`config.mk`:
```
export PLATFORM = sky130hd
export DESIGN_NAME = pci_config_extension_regs
export DESIGN_NICKNAME = d
export VERILOG_FILES = /design/src/inc/pci_cfg_ext_pkg.sv /design/src/pci_config_extension_regs.sv
export VERILOG_INCLUDE_DIRS = /design/src /design/src/inc
export SDC_FILE = /design/constraint.sdc
export NUM_CORES = 1
export LEC_CHECK = 0
export BUFFER_PORTS_ARGS = -buffer_cell sky130_fd_sc_hd__buf_2
export CAP_MARGIN = 20
export CELL_PAD_IN_SITES_DETAIL_PLACEMENT = 2
export CELL_PAD_IN_SITES_GLOBAL_PLACEMENT = 2
export CORE_ASPECT_RATIO = 1.4
export CORE_MARGIN = 5
export CORE_UTILIZATION = 38
export CTS_CLUSTER_DIAMETER = 50
export DETAILED_ROUTE_END_ITERATION = 10
export PLACE_DENSITY = 0.85
export REMOVE_ABC_BUFFERS = 1
export SETUP_SLACK_MARGIN = 0.4
export SYNTH_ARGS = -nofsm -noshare
export SYNTH_HDL_FRONTEND = slang
export SYNTH_SLANG_ARGS = --single-unit
```
`constraint.sdc`:
```
create_clock -name clk_i -period 2.4 [get_ports clk_i]
set_clock_uncertainty 0.2 [all_clocks]
set_input_delay 0.36 -clock clk_i [delete_from_list [all_inputs] [get_ports clk_i]]
set_output_delay 0.36 -clock clk_i [all_outputs]
set_load 0.1 [all_outputs]
```
`src/inc/pci_cfg_ext_defines.svh`:
```
`ifndef PCI_CFG_EXT_DEFINES_SVH
`define PCI_CFG_EXT_DEFINES_SVH
// configuration space byte offsets
`define OFS_MAX_LATENCY 8'h3f
`define OFS_HDR_WORD 8'h3c
`define OFS_ACCESS_GATE 8'h40
`define OFS_SNOOP_ZERO 8'h44
`define OFS_SNOOP_ONE 8'h48
`define OFS_STATUS_ALIAS 8'h4c
`define OFS_SCRATCH 8'h50
`define OFS_PROC_MON 8'h54
// access gate field positions
`define GATE_SETUP_WR 0
`define GATE_FIFO_WR 1
`define GATE_REMAP 2
`define GATE_SNP0_EN 4
`define GATE_SNP0_IO 5
`define GATE_SNP0_RD 6
`define GATE_SNP1_EN 7
`define GATE_SNP1_IO 8
`define GATE_SNP1_RD 9
`define GATE_SLI_OWNER 10
`define GATE_SLI_ROLE 11
`define GATE_IRQ_EN 20
`define GATE_IRQ_GAP 21
`define GATE_NAND_TREE 22
`define GATE_SLI_SNP_EN 23
// writable bits of the access gate: 31:20, 11:4, 2:0
`define GATE_WR_MASK 32'hfff00ff7
// process monitor field positions
`define PM_RUN 28
`define PM_SEL 29
`define PM_FORCE 30
// reset values
`define MAX_LATENCY_RST 8'h00
`define GATE_RST 32'h00000000
`define SCRATCH_RST 32'h00000000
// interrupt pin least idle time between interrupts, in clocks
`define IRQ_GAP_CLKS 6'd32
`endif

```
`src/inc/pci_cfg_ext_pkg.sv`:
```
package pci_cfg_ext_pkg;
  typedef enum logic [1:0] {
    IRQ_IDLE = 2'b00,
    IRQ_ACTIVE = 2'b01,
    IRQ_GAP = 2'b11
  } irq_state_t;

  typedef struct packed {
    logic [31:0] gate;
    logic [31:0] snoop0;
    logic [31:0] snoop1;
    logic [31:0] scratch;
    logic [2:0] pm_ctl;
    logic [15:0] osc_cnt;
    logic [11:0] pci_cnt;
    logic osc_prev;
    logic [31:0] rdata;
    logic rvalid;
    logic [3:0] setup_wr;
    logic dac_sel;
    logic sum_sel;
    logic fifo_wr;
    logic vga_pass;
    logic sli_snoop;
    logic drive_en;
    irq_state_t irq_st;
    logic [5:0] gap_cnt;
    logic inta_oe;
    logic strap_done;
  } state_t;
endpackage

```
`src/pci_config_extension_regs.sv`:
```
`timescale 1ns/1ps
`include "pci_cfg_ext_defines.svh"
// Summary of operation
// - max latency reads as constant zero
// - gate bit0 low drops setup register writes
// - gate bit1 enables pci fifo writes
// - gate bit2 remaps setup two/three
// - bits 6:4 configure snoop comparator zero
// - bits 9:7 configure snoop comparator one
// - bit11 picks interleave master or slave
// - drive bus when interleave inactive or bits 10,11 equal
// - revision and fab id are read only
// - bit20 interrupt enable, strap sampled at release
// - bit21 forces 32 clock interrupt gap
// - bit22 enables nand tree test mode
// - bit23 compares address 31:24 for snoop
// - snooping never claims observed transfer
// - low address bits compared for io only
// - snoop address registers read as zero
// - status alias returns memory status word
// - scratch word stores any value
// - monitor shows oscillator and pci counts
// - bit28 low holds oscillator counter reset
// - bit29 selects nand or nor oscillator
// - bit30 forces oscillator on
module pci_config_extension_regs #(
  parameter logic [3:0] SEC_REVISION = 4'h5, // arbitrary value
  parameter logic [3:0] FAB_ID = 4'h9 // arbitrary value
) (
  input wire logic clk_i,
  input wire logic arst_n_i,
  input wire logic cfg_wr_i,
  input wire logic cfg_rd_i,
  input wire logic [7:0] cfg_addr_i,
  input wire logic [3:0] cfg_byte_en_i,
  input wire logic [31:0] cfg_wdata_i,
  output logic [31:0] cfg_rdata_o,
  output logic cfg_rvalid_o,
  input wire logic setup_access_i,
  input wire logic setup_write_i,
  input wire logic [1:0] setup_index_i,
  output logic [3:0] setup_wr_o,
  output logic dac_readback_sel_o,
  output logic video_sum_sel_o,
  input wire logic fifo_wr_req_i,
  output logic fifo_wr_o,
  input wire logic snoop_valid_i,
  input wire logic [31:0] snoop_addr_i,
  input wire logic snoop_io_i,
  input wire logic snoop_read_i,
  output logic vga_pass_o,
  output logic sli_snoop_o,
  input wire logic sli_active_i,
  output logic pci_drive_en_o,
  input wire logic irq_req_i,
  input wire logic frame_addr_strap_bus_i,
  output logic inta_out_o,
  output logic inta_oe_o,
  output logic nand_tree_en_o,
  input wire logic [31:0] status_word_i,
  input wire logic ring_osc_i,
  output logic osc_run_o,
  output logic osc_sel_o,
  output logic osc_force_o
);
  import pci_cfg_ext_pkg::*;

  state_t st_reg;
  state_t st_next;

  ////////////////////////////////////////////////////////////////////////////////
  // helpers

  function automatic logic [31:0] merge_bytes(input logic [31:0] old_v,
                                              input logic [31:0] new_v,
                                              input logic [3:0] be);
    logic [31:0] r;
    r = old_v;
    for (int i = 0; i < 4; i++) begin
      if (be[i]) begin
        r[i*8 +: 8] = new_v[i*8 +: 8];
      end
    end
    return r;
  endfunction

  function automatic logic snoop_hit(input logic [31:0] ref_a, input logic en,
                                     input logic io_t, input logic rd_t,
                                     input logic [31:0] obs_a, input logic obs_io,
                                     input logic obs_rd);
    logic r;
    r = en && (obs_io == io_t) && (obs_rd == rd_t)
        && (obs_a[31:2] == ref_a[31:2])
        && (!io_t || (obs_a[1:0] == ref_a[1:0]));
    return r;
  endfunction

  logic [31:0] gate_rd;
  logic [31:0] pm_rd;
  logic hit0;
  logic hit1;
  logic sli_hit;
  logic osc_rise;

  assign gate_rd = {st_reg.gate[31:20], FAB_ID, SEC_REVISION,
                    st_reg.gate[11:4], 1'b0, st_reg.gate[2:0]};
  assign pm_rd = {1'b0, st_reg.pm_ctl, st_reg.pci_cnt, st_reg.osc_cnt};
  // observation only: nothing here drives or claims the bus cycle
  assign hit0 = snoop_hit(st_reg.snoop0, st_reg.gate[`GATE_SNP0_EN],
                          st_reg.gate[`GATE_SNP0_IO], st_reg.gate[`GATE_SNP0_RD],
                          snoop_addr_i, snoop_io_i, snoop_read_i);
  assign hit1 = snoop_hit(st_reg.snoop1, st_reg.gate[`GATE_SNP1_EN],
                          st_reg.gate[`GATE_SNP1_IO], st_reg.gate[`GATE_SNP1_RD],
                          snoop_addr_i, snoop_io_i, snoop_read_i);
  assign sli_hit = st_reg.gate[`GATE_SLI_SNP_EN]
                   && (snoop_addr_i[31:24] == st_reg.gate[31:24]);
  assign osc_rise = ring_osc_i && !st_reg.osc_prev;

  ////////////////////////////////////////////////////////////////////////////////
  // next state

  always_comb begin
    st_next = st_reg;
    st_next.rvalid = 1'b0;
    st_next.setup_wr = 4'h0;
    st_next.dac_sel = 1'b0;
    st_next.sum_sel = 1'b0;
    st_next.fifo_wr = 1'b0;
    st_next.sli_snoop = 1'b0;

    // strap caught on first edge after reset release
    if (!st_reg.strap_done) begin
      st_next.strap_done = 1'b1;
      st_next.gate[`GATE_IRQ_EN] = frame_addr_strap_bus_i;
    end

    // configuration writes
    if (cfg_wr_i) begin
      case (cfg_addr_i & 8'hfc)
        `OFS_ACCESS_GATE: begin
          st_next.gate = merge_bytes(st_next.gate, cfg_wdata_i, cfg_byte_en_i)
                         & `GATE_WR_MASK;
        end
        `OFS_SNOOP_ZERO: begin
          st_next.snoop0 = merge_bytes(st_reg.snoop0, cfg_wdata_i, cfg_byte_en_i);
        end
        `OFS_SNOOP_ONE: begin
          st_next.snoop1 = merge_bytes(st_reg.snoop1, cfg_wdata_i, cfg_byte_en_i);
        end
        `OFS_SCRATCH: begin
          st_next.scratch = merge_bytes(st_reg.scratch, cfg_wdata_i, cfg_byte_en_i);
        end
        `OFS_PROC_MON: begin
          if (cfg_byte_en_i[3]) begin
            st_next.pm_ctl = cfg_wdata_i[`PM_FORCE:`PM_RUN];
          end
        end
        default: begin
        end
      endcase
    end

    // configuration reads, answered one clock later
    if (cfg_rd_i) begin
      st_next.rvalid = 1'b1;
      case (cfg_addr_i & 8'hfc)
        `OFS_HDR_WORD: st_next.rdata = {`MAX_LATENCY_RST, 24'h000000};
        `OFS_ACCESS_GATE: st_next.rdata = gate_rd;
        `OFS_SNOOP_ZERO: st_next.rdata = 32'h00000000;
        `OFS_SNOOP_ONE: st_next.rdata = 32'h00000000;
        `OFS_STATUS_ALIAS: st_next.rdata = status_word_i;
        `OFS_SCRATCH: st_next.rdata = st_reg.scratch;
        `OFS_PROC_MON: st_next.rdata = pm_rd;
        default: st_next.rdata = 32'h00000000;
      endcase
    end

    // hardware setup register access steering
    if (setup_access_i) begin
      if (st_reg.gate[`GATE_REMAP] && setup_index_i[1]) begin
        st_next.dac_sel = !setup_index_i[0];
        st_next.sum_sel = setup_index_i[0];
      end else if (setup_write_i && st_reg.gate[`GATE_SETUP_WR]) begin
        st_next.setup_wr = 4'h1 << setup_index_i;
      end
    end
    st_next.fifo_wr = fifo_wr_req_i && st_reg.gate[`GATE_FIFO_WR];

    // bus snooping
    if (snoop_valid_i && (hit0 || hit1)) begin
      st_next.vga_pass = 1'b1;
    end else if (!st_reg.gate[`GATE_SNP0_EN] && !st_reg.gate[`GATE_SNP1_EN]) begin
      st_next.vga_pass = 1'b0;
    end
    st_next.sli_snoop = snoop_valid_i && sli_hit;

    // interleave bus ownership
    st_next.drive_en = !sli_active_i
                       || (st_reg.gate[`GATE_SLI_OWNER] == st_reg.gate[`GATE_SLI_ROLE]);

    // interrupt pin
    case (st_reg.irq_st)
      IRQ_IDLE: begin
        if (irq_req_i && st_reg.gate[`GATE_IRQ_EN]) begin
          st_next.irq_st = IRQ_ACTIVE;
          st_next.inta_oe = 1'b1;
        end
      end
      IRQ_ACTIVE: begin
        if (!irq_req_i || !st_reg.gate[`GATE_IRQ_EN]) begin
          st_next.inta_oe = 1'b0;
          if (st_reg.gate[`GATE_IRQ_GAP]) begin
            st_next.irq_st = IRQ_GAP;
            st_next.gap_cnt = `IRQ_GAP_CLKS - 6'd1;
          end else begin
            st_next.irq_st = IRQ_IDLE;
          end
        end
      end
      IRQ_GAP: begin
        if (st_reg.gap_cnt == 6'd0) begin
          st_next.irq_st = IRQ_IDLE;
        end else begin
          st_next.gap_cnt = st_reg.gap_cnt - 6'd1;
        end
      end
      default: begin
        st_next.irq_st = IRQ_IDLE;
        st_next.inta_oe = 1'b0;
      end
    endcase

    // process monitor counters
    st_next.osc_prev = ring_osc_i;
    if (!st_reg.pm_ctl[0]) begin
      st_next.osc_cnt = 16'h0000;
      st_next.pci_cnt = 12'h000;
    end else begin
      st_next.pci_cnt = st_reg.pci_cnt + 12'h001;
      if (osc_rise) begin
        st_next.osc_cnt = st_reg.osc_cnt + 16'h0001;
      end
    end
  end

  ////////////////////////////////////////////////////////////////////////////////
  // state register

  always_ff @(posedge clk_i or negedge arst_n_i) begin
    if (!arst_n_i) begin
      st_reg <= '0;
      st_reg.gate <= `GATE_RST;
      st_reg.scratch <= `SCRATCH_RST;
      st_reg.irq_st <= IRQ_IDLE;
    end else begin
      st_reg <= st_next;
    end
  end

  ////////////////////////////////////////////////////////////////////////////////
  // outputs

  assign cfg_rdata_o = st_reg.rdata;
  assign cfg_rvalid_o = st_reg.rvalid;
  assign setup_wr_o = st_reg.setup_wr;
  assign dac_readback_sel_o = st_reg.dac_sel;
  assign video_sum_sel_o = st_reg.sum_sel;
  assign fifo_wr_o = st_reg.fifo_wr;
  assign vga_pass_o = st_reg.vga_pass;
  assign sli_snoop_o = st_reg.sli_snoop;
  assign pci_drive_en_o = st_reg.drive_en;
  assign inta_out_o = 1'b0;
  assign inta_oe_o = st_reg.inta_oe;
  assign nand_tree_en_o = st_reg.gate[`GATE_NAND_TREE];
  assign osc_run_o = st_reg.pm_ctl[0];
  assign osc_sel_o = st_reg.pm_ctl[1];
  assign osc_force_o = st_reg.pm_ctl[2];

  ////////////////////////////////////////////////////////////////////////////////
  // checks

  logic [6:0] idle_len;
  always_ff @(posedge clk_i or negedge arst_n_i) begin
    if (!arst_n_i) begin
      idle_len <= 7'd0;
    end else if (inta_oe_o) begin
      idle_len <= 7'd0;
    end else if (idle_len != 7'd127) begin
      idle_len <= idle_len + 7'd1;
    end
  end
endmodule // pci_config_extension_regs
```
==> results of run 1 <==
[Yosys cell counts (2+ instances only)]
cell	n	area, sq um
sky130_fd_sc_hd__a211o_1	2	17.5
sky130_fd_sc_hd__a21boi_0	3	22.5
sky130_fd_sc_hd__a21oi_1	9	45.0
sky130_fd_sc_hd__a221oi_1	4	35.0
sky130_fd_sc_hd__a222oi_1	22	220
sky130_fd_sc_hd__a22o_1	26	228
sky130_fd_sc_hd__a22oi_1	5	37.5
sky130_fd_sc_hd__and2_1	24	150
sky130_fd_sc_hd__and3_1	14	87.6
sky130_fd_sc_hd__and4_1	3	26.3
sky130_fd_sc_hd__buf_1	2	7.51
sky130_fd_sc_hd__buf_2	14	70.1
sky130_fd_sc_hd__buf_4	41	308
sky130_fd_sc_hd__clkbuf_1	16	60.1
sky130_fd_sc_hd__conb_1	2	7.51
sky130_fd_sc_hd__dfrtp_1	204	5100
sky130_fd_sc_hd__ha_1	4	50.1
sky130_fd_sc_hd__inv_1	35	131
sky130_fd_sc_hd__mux2_1	92	1040
sky130_fd_sc_hd__mux2_2	34	383
sky130_fd_sc_hd__mux2i_1	2	20.0
sky130_fd_sc_hd__nand2_1	27	101
sky130_fd_sc_hd__nand3_1	13	65.1
sky130_fd_sc_hd__nand3_4	7	123
sky130_fd_sc_hd__nand4_1	15	93.8
sky130_fd_sc_hd__nor2_1	14	52.6
sky130_fd_sc_hd__nor2b_1	6	37.5
sky130_fd_sc_hd__nor3_1	5	25.0
sky130_fd_sc_hd__nor4_1	11	68.8
sky130_fd_sc_hd__o211ai_1	2	15.0
sky130_fd_sc_hd__o21ai_0	8	40.0
sky130_fd_sc_hd__o21ai_1	2	10.0
sky130_fd_sc_hd__o22ai_1	28	175
sky130_fd_sc_hd__or3_1	4	25.0
sky130_fd_sc_hd__xnor2_1	60	526
sky130_fd_sc_hd__xor2_1	40	350
[kinds of logic after synthesis]
logic type | Yosys count | share of synthesized area [%]
simple gates | 156 | 10.0
buf+inv | 108 | 5.80
compound gates | 117 | 9.02
other cells | 2 | 0.0755
flops | 204 | 51.3
fa+ha+maj | 4 | 0.503
mux | 128 | 14.5
xor+xnor | 100 | 8.80
[worst max path at each step]
stage	from	to	slack, ns	depth (start not counted)
4_1_cts	cfg_addr_i[5]	st_reg[102]$_DFFE_PN0P_	0.39	8
2_1_floorplan	cfg_addr_i[5]	st_reg[100]$_DFFE_PN0P_	-1.36	5
5_1_grt	pm_rd[17]$_DFF_PN0_	pm_rd[24]$_DFF_PN0_	0.28	5
3_3_place_gp	cfg_addr_i[5]	gate_rd[31]$_DFFE_PN0P_	-0.07	8
6_report	cfg_addr_i[7]	gate_rd[2]$_DFFE_PN0P_	0.32	9
3_5_place_dp	cfg_addr_i[5]	cfg_rdata_o[9]$_DFFE_PN0P_	-0.20	9
[per-layer routing]
| metal | GRT usage (%) | routed length [um] | vias to the layer above |
|---|---|---|---|
| met5 | 0 | 0 | - |
| met4 | 13.9 | 3120 | 0 |
| met3 | 3.94 | 2350 | 182 |
| met2 | 53.7 | 24900 | 442 |
| met1 | 33.5 | 17500 | 4478 |
| li1 | - | - | 3357 |
[worst max-delay path, delay by kind of cell]
| family | cells | cell delay [ns] |
|---|---|---|
| buffers and inverters | 5 | 0.75 |
| multiplexers | 1 | 0.37 |
| AND/OR/NAND/NOR | 3 | 0.84 |
[power groups by stage]
stage / clock, W / sequential [W] / combinational [W]
after floorplan: 0 / 0.00389 / 0.000313
after global placement: 0 / 0.00381 / 0.000845
after detailed placement: 0 / 0.00384 / 0.000900
after CTS: 0.00392 / 0.00380 / 0.000998
after global routing: 0.00412 / 0.00383 / 0.00112
final: 0.00400 / 0.00383 / 0.00109
[metrics by stage]
stage / cell area, sq um / hold slack [ns]
4_1_cts: 12600 / 0.0136
3_5_place_dp: 11300 / 0.174
3_3_place_gp: 11300 / 0.173
6_report: 12900 / 0.0328
5_1_grt: 12900 / 0.0334
2_1_floorplan: 9500 / -0.136
[repair_timing]
| action | in CTS | in global routing |
|---|---|---|
| buffers inserted | 1 | 7 |
| gates resized for setup | 13 | 54 |
| pin swaps | 2 | 4 |
| gates cloned | 0 | 0 |
| endpoints found under the hold margin | 187 | 0 |
| endpoints found under the setup margin | 23 | 87 |
| hold buffers | 46 | 0 |
[final cells by class]
type / count / area share (%)
Clock inverter: 14 / 0.924
Timing Repair Buffer: 265 / 14.9
Antenna cell: 8 / 0.156
Inverter: 35 / 1.02
Tap cell: 324 / 3.15
Multi-Input combinational cell: 507 / 34.7
Sequential cell: 204 / 39.7
Clock buffer: 31 / 5.43
==> impl_metrics.toml, run 1 <==
[run_status]
run_status = "complete, no violations"

[floorplan]
fp-row-count = 70
die_outline_area_sq_um = 29600
chipHeight_um = 201
coreArea_sq_um = 26000
starting_density_of_the_core_pct = 38.2
die_width_um = 147
boundaryPins = 173

[sta]
timing.fmax_mhz = 482
unrepaired_setup_endpoints_after_global_routing = "true"
finalWorstSetupSlack_ns = 0.324
setup_total_negative_slack_ns = 0
maxSlewViolCount = 0
worst_pin_slew_ns = 0.662
maxSlewHeadroom_pct = 55.9
finalHoldViolations = 0
final_setup_violations = 0
post-route-min-period_ns = 2.08
timing.final.crit_share_pct = 86.5

[route]
drt_wl_total_um = 47900
ratio_of_routed_vias_to_standard_cells = 6.09
first_iter_violations = 782
drc = 0
firstDrtPassIters = 6
final_antenna_net_count = 0
avgRoutedWirePerCell_um = 34.5
num_vias = 8459

[place]
gp_congestion = 0.837
place_hpwl_um = 27000
count_of_input_and_output_buffers = 169
place_ws_ns = -0.197
place.detailed.instances = 1281

[global_route]
wire_length_of_the_first_global_routing_pass_um = 65500
grtUsageTotal_pct = 29.3
grt_overflow_total = 0
grt_max_degree = 56
first_global_vias = 9443
antenna_found_initial = 7

[synth]
synth-seq-area-share_pct = 51.3
synthesis.area_per_instance_sq_um = 12.1
synth_cells = 819
synthDistinctLibCells = 55
synth-async-reset-ratio_pct = 100
synthesis.yosys.warnings = 0
synthesis.area_sq_um = 9950
synth-seq-cells = 204
synth_edf_count = 0
postSynth.topFlopCell = "sky130_fd_sc_hd__dfrtp_1"

[power]
power.total_w = 0.00891
switching_power_w = 0.00269
power_density_over_cell_area_nw_per_um2 = 693
power_frac_seq_pct = 42.9
power.ir.vdd_worst_v = 0.000513
sw_frac_of_total_pct = 30.1
power.internal_w = 0.00622
total_leakage_power_nw = 6.07
pwr-share-comb_pct = 12.2
power_frac_clock_pct = 44.8

[hold_path]
worst_hold_path.endpoint = "cfg_rdata_o[14]$_DFFE_PN0P_"
worst_hold_startpoint = "cfg_rd_i"
worst_hold_path.num_cells = 2
hold_class = "input port to register"

[run]
cap_viol_max_count = 0

[clocking]
clkLatencyLatePin_ns = 0.58
tritoncts_num_sinks = 204
total_clock_buffers_created_by_cts = 25
clockBufferDepth = 3
cts_tree = "done"
cts_root_buffer = "sky130_fd_sc_hd__clkbuf_16"
clk_pin_slew_worst_setup_hold_paths_ns = 0.07
h-tree-depth = 1

[worst_setup_path]
r2r_cells = 5
timing.rr.start = "st_reg[156]$_DFFE_PN0P_"
regToRegSetupSlack_ns = 0.33
crit_path_start_kind = "input port"
cpPeakStageDelay_ns = 0.43
worstReg2RegEnd = "vga_pass_o$_DFFE_PN0P_"
timing.critical_path.fanout_max = 3
worstSetupEndpointType = "register"
path_class = "input port to register"
cp.required_ns = 2.65
worstPathCellList = "buf_6 > or3b_4 > buf_6 > nor4_4 > buf_4 > buf_4 > and3_1 > buf_4 > mux2_2"
timing.critical_path.arrival_ns = 2.32
cpMostUsedCell = "sky130_fd_sc_hd__buf_4"
cp_slowest_cell = "sky130_fd_sc_hd__or3b_4"

[layout]
layoutNonFillerInstCount = 1388
area_growth_syn_to_layout_pct = 29.3
final_net_count = 1166
finish.utilization_pct = 49.5
post_route_cells_drive_above_1_share_pct = 33.9
multi_input_area_sq_um = 4470
filler_cell_count = 2447
largest_register_ffs = 106
seq_area_sq_um = 5110
mostFrequentLayoutCells = "sky130_fd_sc_hd__dfrtp_1, sky130_fd_sc_hd__buf_2, sky130_fd_sc_hd__mux2_1"
layout.cells.most_common = "sky130_fd_sc_hd__dfrtp_1"
Power figures use the tool's default switching activity.
==> run 2, diff against run 1 <==
- PLACE_DENSITY: 0.85 -> default
- PLACE_DENSITY_LB_ADDON: default -> 0.1
==> run 2 against run 1 <==
First-iteration DRC count fell by 58%; via count is 12% lower; routed wire length fell by 31%; global-route usage decreased by 7.1 points; non-clock buffer count is 15 lower; final area is 2.9% lower; clock-buffer cell count increased by 3; hold slack got worse by 0.022 ns; critical path type unchanged; highest routed layer unchanged.
==> impl_metrics.toml, run 2 (synthesis results as in run 1) <==
[run_status]
run_status = "complete, no violations"

[worst_setup_path]
regToRegSetupSlack_ns = 0.50
worstPathCellList = "buf_2 > or3b_4 > buf_4 > nor4_4 > buf_4 > and3_1 > mux2_2"
worstSetupEndpointType = "register"
cp-startpoint = "cfg_addr_i[5]"
timing.critical_path.arrival_ns = 2.17
cp.required_ns = 2.60
worstReg2RegEnd = "pm_rd[8]$_DFFE_PN0P_"
cp_slowest_cell = "sky130_fd_sc_hd__or3b_4"
timing.critical_path.fanout_max = 4
cpMostUsedCell = "sky130_fd_sc_hd__buf_4"
path_class = "input port to register"
cpPeakStageDelay_ns = 0.43
timing.rr.start = "pm_rd[0]$_DFFE_PN0P_"
r2r_cells = 6
crit_path_start_kind = "input port"

[floorplan]
chipHeight_um = 201
die_outline_area_sq_um = 29600
starting_density_of_the_core_pct = 38.2
fp-row-count = 70
die_width_um = 147
coreArea_sq_um = 26000
boundaryPins = 173

[clocking]
clk_pin_slew_worst_setup_hold_paths_ns = 0.06
h-tree-depth = 1
clockBufferDepth = 3
clkLatencyLatePin_ns = 0.52
cts_tree = "done"
total_clock_buffers_created_by_cts = 24
post_cts_buffers = 0
cts_root_buffer = "sky130_fd_sc_hd__clkbuf_16"
tritoncts_num_sinks = 204

[sta]
post-route-min-period_ns = 1.98
maxSlewHeadroom_pct = 65.3
timing.final.crit_share_pct = 82.4
maxSlewViolCount = 0
final_setup_violations = 0
worst_pin_slew_ns = 0.520
finalWorstSetupSlack_ns = 0.423
timing.hold.ws_ns = 0.0106
unrepaired_setup_endpoints_after_global_routing = "true"
timing.fmax_mhz = 506
finalHoldViolations = 0

[layout]
final_net_count = 1150
filler_cell_count = 2638
layout.cells.most_common = "sky130_fd_sc_hd__dfrtp_1"
area_growth_syn_to_layout_pct = 25.5
post_route_cells_drive_above_1_share_pct = 28.8
layoutNonFillerInstCount = 1365
largest_register_ffs = 106
mostFrequentLayoutCells = "sky130_fd_sc_hd__dfrtp_1, sky130_fd_sc_hd__buf_2, sky130_fd_sc_hd__mux2_1"

[global_route]
antenna_found_initial = 2
grtUsageTotal_pct = 22.2
first_global_vias = 8545
wire_length_of_the_first_global_routing_pass_um = 51400
grt_overflow_total = 0
grt_max_degree = 58

[place]
place.detailed.instances = 1274
count_of_input_and_output_buffers = 169
place_ws_ns = -0.109
place_hpwl_um = 24500
gp_congestion = 0.791

[route]
first_iter_violations = 325
firstDrtPassIters = 5
drc = 0
final_antenna_net_count = 0
num_vias = 7412
ratio_of_routed_vias_to_standard_cells = 5.43
avgRoutedWirePerCell_um = 24.0
drt_wl_total_um = 32800

[power]
power_density_over_cell_area_nw_per_um2 = 658
power.ir.vdd_worst_v = 0.000426
total_leakage_power_nw = 5.93

[hold_path]
worst_hold_startpoint = "snoop_addr_i[31]"
hold_class = "input port to register"
worst_hold_path.endpoint = "sli_snoop_o$_DFF_PN0_"
worst_hold_path.num_cells = 4

[run]
cap_viol_max_count = 0
run 2: changes by cell type in the layout (fill, tap and decap cells not counted), sizes merged:
cell / change
buf: -13
diode: -6
inv: -3
bufinv: -1
clkbuf: +1
clkinvlp: -1
run 2: final cells by class:
class                           count  area (sq um)  area share, %
Multi-Input combinational cell    507          4330           34.7
Inverter                           35           131           1.05
Sequential cell                   204          5110           40.9
Antenna cell                        2          5.00         0.0401
Tap cell                          324           405           3.25
Timing Repair Buffer              250          1740           14.0
Clock inverter                      9          66.3          0.531
Clock buffer                       34           699           5.60
run 2: worst max-delay path by stage:
stage / endpoint / slack [ns] / cells after the start
3_5_place_dp: st_reg[106]$_DFFE_PN0P_ / -0.11 / 8
2_1_floorplan: st_reg[100]$_DFFE_PN0P_ / -1.36 / 5
5_1_grt: gate_rd[0]$_DFFE_PN0P_ / 0.40 / 8
4_1_cts: osc_run_o / 0.41 / 1
6_report: gate_rd[21]$_DFFE_PN0P_ / 0.42 / 7
3_3_place_gp: st_reg[109]$_DFFE_PN0P_ / -0.07 / 8
run 2: repair_timing:
item	in CTS	in global routing
endpoints found under the setup margin	9	22
resized for setup	5	6
endpoints found under the hold margin	338	0
hold buffers	46	0
pin swaps	0	0
run 2: stage by stage:
| step | power (W) | util, % | cell area [sq um] | TNS, ns |
|---|---|---|---|---|
| after floorplan | 0.00420 | - | 9500 | -99.97 |
| after global placement | 0.00466 | 43.1 | 11200 | -2.54 |
| after detailed placement | 0.00471 | 43.1 | 11200 | -4.23 |
| after CTS | 0.00834 | 47.9 | 12400 | 0 |
| after global routing | 0.00858 | 48.0 | 12500 | 0 |
| final | 0.00822 | 48.0 | 12500 | 0 |
run 2: metal layers:
layer,track usage (%),vias to the layer above,share of wire (%)
li1,-,3319,-
met1,28.3,3882,42
met2,40.3,171,52
met3,2.79,40,3.7
met4,4.61,0,1.8
met5,0,-,0
run 2: power by group:
group | leakage, nW | internal (W) | switching (W)
clock network | 0.376 | 0.00204 | 0.00148
logic | 2.80 | 0.000378 | 0.000552
registers | 2.76 | 0.00362 | 0.000147
total | 5.93 | 0.00604 | 0.00218
run 2: critical path: cells and delay by family:
kind	cells	cell delay, ns
multiplexers	1	0.38
buffers and inverters	3	0.45
AND/OR/NAND/NOR	3	0.98
==> run 3, diff against run 2 <==
- ABC_AREA: default -> 1
- CORE_UTILIZATION: 38 -> 30
- clock period: 2.4 -> 1.6 ns (I/O delays scaled with it)
==> run 3 against run 2 <==
The flow now finishes with violations (negative hold slack, negative setup slack); sequential cell count unchanged; synthesized cell count up 61%; hold slack got worse by 0.071 ns; clock power rose by 95%; cell count up 62%; sequential share of layout area shrank 12 points; setup slack worse by 0.80 ns; non-clock buffer count grew 197; die area is 30% higher; register-to-register slack worse by 0.88 ns; core utilization is 4.1 points higher; via count rose by 53%; critical path type is now register to register; critical endpoint is now pm_rd[11]$_DFFE_PN0P_.
==> impl_metrics.toml, run 3 <==
[synth]
synth_edf_count = 0
postSynth.topFlopCell = "sky130_fd_sc_hd__dfrtp_1"
synth_commonest_cells = "sky130_fd_sc_hd__nand2_1, sky130_fd_sc_hd__dfrtp_1, sky130_fd_sc_hd__inv_1, sky130_fd_sc_hd__o21ai_0, sky130_fd_sc_hd__nor2_1"
synthDistinctLibCells = 44
synth-seq-area-share_pct = 49.3
synth.area.top_cells = "sky130_fd_sc_hd__dfrtp_1, sky130_fd_sc_hd__nand2_1, sky130_fd_sc_hd__o21ai_0"
synth-seq-cells = 204
netlist.area_leader.share_pct = 49.3
synth-async-reset-ratio_pct = 100
synthesis.area_sq_um = 10300
yosysTopAreaCell = "sky130_fd_sc_hd__dfrtp_1"
synth_cells = 1316
synthesis.area_per_instance_sq_um = 7.86
synth_most_common_cell = "sky130_fd_sc_hd__nand2_1"
synthesis.yosys.warnings = 0

[place]
gp_congestion = 0.781
count_of_input_and_output_buffers = 169
place_hpwl_um = 28300

[floorplan]
boundaryPins = 173
starting_density_of_the_core_pct = 30.3
fp-row-count = 80
die_outline_area_sq_um = 38400
coreArea_sq_um = 34100
chipHeight_um = 230
die_width_um = 167

[sta]
timing.hold.ws_ns = -0.0602
maxSlewViolCount = 0
unrepaired_setup_endpoints_after_global_routing = "true"
setup_total_negative_slack_ns = -3.95
timing.fmax_mhz = 505
finalWorstSetupSlack_ns = -0.380
maxSlewHeadroom_pct = 59.8
post-route-min-period_ns = 1.98
worst_pin_slew_ns = 0.602
final_setup_violations = 49
timing.final.crit_share_pct = 124
finalHoldViolations = 9

[global_route]
first_global_vias = 11700
use_met1_pct = 26.2
top_usage_layer = "met2"
globalRouteMet3Util_pct = 2.41
antenna_found_initial = 2
wire_length_of_the_first_global_routing_pass_um = 67000
grtUsageTotal_pct = 22.0
grt_util_met2_pct = 41.9
grt_overflow_total = 0
grt_max_degree = 63

[clocking]
clockBufferDepth = 3
clkLatencyLatePin_ns = 0.55
tritoncts_num_sinks = 204
cts_root_buffer = "sky130_fd_sc_hd__clkbuf_16"
cts_tree = "done"
postCtsHoldBufs = 80
total_clock_buffers_created_by_cts = 28
h-tree-depth = 1
clk_pin_slew_worst_setup_hold_paths_ns = 0.07

[route]
drc = 0
final_antenna_net_count = 0
first_iter_violations = 647
firstDrtPassIters = 5
drt_wl_total_um = 58900
ratio_of_routed_vias_to_standard_cells = 5.15
avgRoutedWirePerCell_um = 26.7
num_vias = 11400

[run_status]
run_status = "complete, but fails checks"
violations = "negative hold slack, negative setup slack"

[worst_setup_path]
timing.critical_path.fanout_max = 4
r2r_cells = 10
regToRegSetupSlack_ns = -0.38
crit_path_start_kind = "register"
timing.rr.start = "pm_rd[0]$_DFFE_PN0P_"
worstReg2RegEnd = "pm_rd[11]$_DFFE_PN0P_"
path_class = "register to register"
worstSetupEndpointType = "register"
cp.required_ns = 1.82
timing.critical_path.arrival_ns = 2.20

[layout]
final_net_count = 1863
finish.utilization_pct = 52.1
post_route_cells_drive_above_1_share_pct = 44.6
filler_cell_count = 3518
multi_input_area_sq_um = 5750
seq_area_sq_um = 5120
layout.cells.most_common = "sky130_fd_sc_hd__nand2_1"
largest_register_ffs = 106
area_growth_syn_to_layout_pct = 71.8
mostFrequentLayoutCells = "sky130_fd_sc_hd__nand2_1, sky130_fd_sc_hd__dfrtp_1, sky130_fd_sc_hd__inv_1"

[power]
power_density_over_cell_area_nw_per_um2 = 836
power.ir.vdd_worst_v = 0.000665
total_leakage_power_nw = 8.65

[hold_path]
hold_class = "input port to asynchronous set/reset pin"

[run]
cap_viol_max_count = 0
==> run 3: cell count changes after synthesis, moves of 26 or more <==
cell | previous run | this run
sky130_fd_sc_hd__a22o_1 | 26 | 0
sky130_fd_sc_hd__inv_1 | 35 | 165
sky130_fd_sc_hd__mux2_1 | 92 | 0
sky130_fd_sc_hd__mux2_2 | 34 | 0
sky130_fd_sc_hd__nand2_1 | 27 | 456
sky130_fd_sc_hd__nor2_1 | 14 | 64
sky130_fd_sc_hd__o21ai_0 | 8 | 127
sky130_fd_sc_hd__o21ai_1 | 2 | 34
sky130_fd_sc_hd__xnor2_1 | 60 | 17
sky130_fd_sc_hd__xor2_1 | 40 | 10
==> run 3: final cells by class <==
class	count	area share (%)
Tap cell	451	3.17
Clock inverter	14	1.03
Antenna cell	3	0.0422
Sequential cell	204	28.8
Multi-Input combinational cell	883	32.3
Inverter	170	3.89
Timing Repair inverter	1	0.0422
Timing Repair Buffer	447	26.1
Clock buffer	36	4.57
==> run 3: critical path, cell delays in order (launching register included) <==
cell and delay, ns:
sky130_fd_sc_hd__dfrtp_1 0.37, sky130_fd_sc_hd__buf_6 0.10, sky130_fd_sc_hd__buf_6 0.09, sky130_fd_sc_hd__nand3_4 0.07
sky130_fd_sc_hd__inv_4 0.09, sky130_fd_sc_hd__nand3_4 0.07, sky130_fd_sc_hd__inv_2 0.07, sky130_fd_sc_hd__nand4_1 0.19
sky130_fd_sc_hd__nor2_1 0.19, sky130_fd_sc_hd__nor2_1 0.07, sky130_fd_sc_hd__nor3_1 0.32
==> run 3: what timing repair did <==
action	4_1_cts	5_1_grt
resized for setup	308	429
setup endpoints to repair	134	206
gates cloned	3	16
pin swaps	46	152
buffers inserted	46	57
hold endpoints to repair	376	10
==> run 3: per-stage QoR <==
stage          area [sq um]  setup WS (ns)  hold slack, ns  power (W)  cells
2_1_floorplan          9900         -0.563          -0.256    0.00643   1247
3_3_place_gp          12300         -0.189         -0.0906    0.00720   1954
3_5_place_dp          12300         -0.246         -0.0916    0.00726   1954
4_1_cts               15600         -0.126          -0.174     0.0143   2133
5_1_grt               17800         -0.525         -0.0521     0.0154   2208
6_report              17800         -0.380         -0.0602     0.0149   2209
==> run 3: worst max-delay path by stage <==
stage	slack (ns)	start	depth (start not counted)	endpoint
finish	-0.38	pm_rd[0]$_DFFE_PN0P_	10	pm_rd[11]$_DFFE_PN0P_
global route	-0.53	pm_rd[0]$_DFFE_PN0P_	10	pm_rd[11]$_DFFE_PN0P_
CTS	-0.13	pm_rd[0]$_DFFE_PN0P_	7	pm_rd[10]$_DFFE_PN0P_
detailed placement	-0.25	cfg_addr_i[7]	8	st_reg[86]$_DFFE_PN0P_
global placement	-0.19	cfg_addr_i[7]	9	cfg_rdata_o[10]$_DFFE_PN0P_
floorplan	-0.56	osc_run_o$_DFFE_PN0P_	4	cfg_rdata_o[28]$_DFFE_PN0P_
==> run 3: logic make-up (layout without fill, tap and decap cells) <==
| kind of cell | count (synthesis) | count (layout) | share of synthesized area, % |
|---|---|---|---|
| XOR/XNOR | 27 | 27 | 2.29 |
| AO/OA/AOI/OAI | 221 | 221 | 11.6 |
| adder cells (fa/ha/maj) | 4 | 4 | 0.484 |
| other | 2 | 5 | 0.0726 |
| AND/OR/NAND/NOR | 618 | 628 | 25.6 |
| buffers and inverters | 239 | 668 | 10.6 |
| multiplexers | 1 | 1 | 0.0967 |
| flip-flops | 204 | 204 | 49.3 |
==> run 3: report_power, final <==
part / leakage, nW / internal [W] / switching (W)
registers: 2.75 / 0.00543 / 0.000316
logic: 5.41 / 0.000912 / 0.00135
clock network: 0.495 / 0.00422 / 0.00264
total: 8.65 / 0.0106 / 0.00431
==> run 3: per-layer routing <==
metal,part of all wire [%],vias up
met4,5.2,0
met2,54,357
met5,0,-
li1,-,5012
met1,37,5846
met3,3.5,157
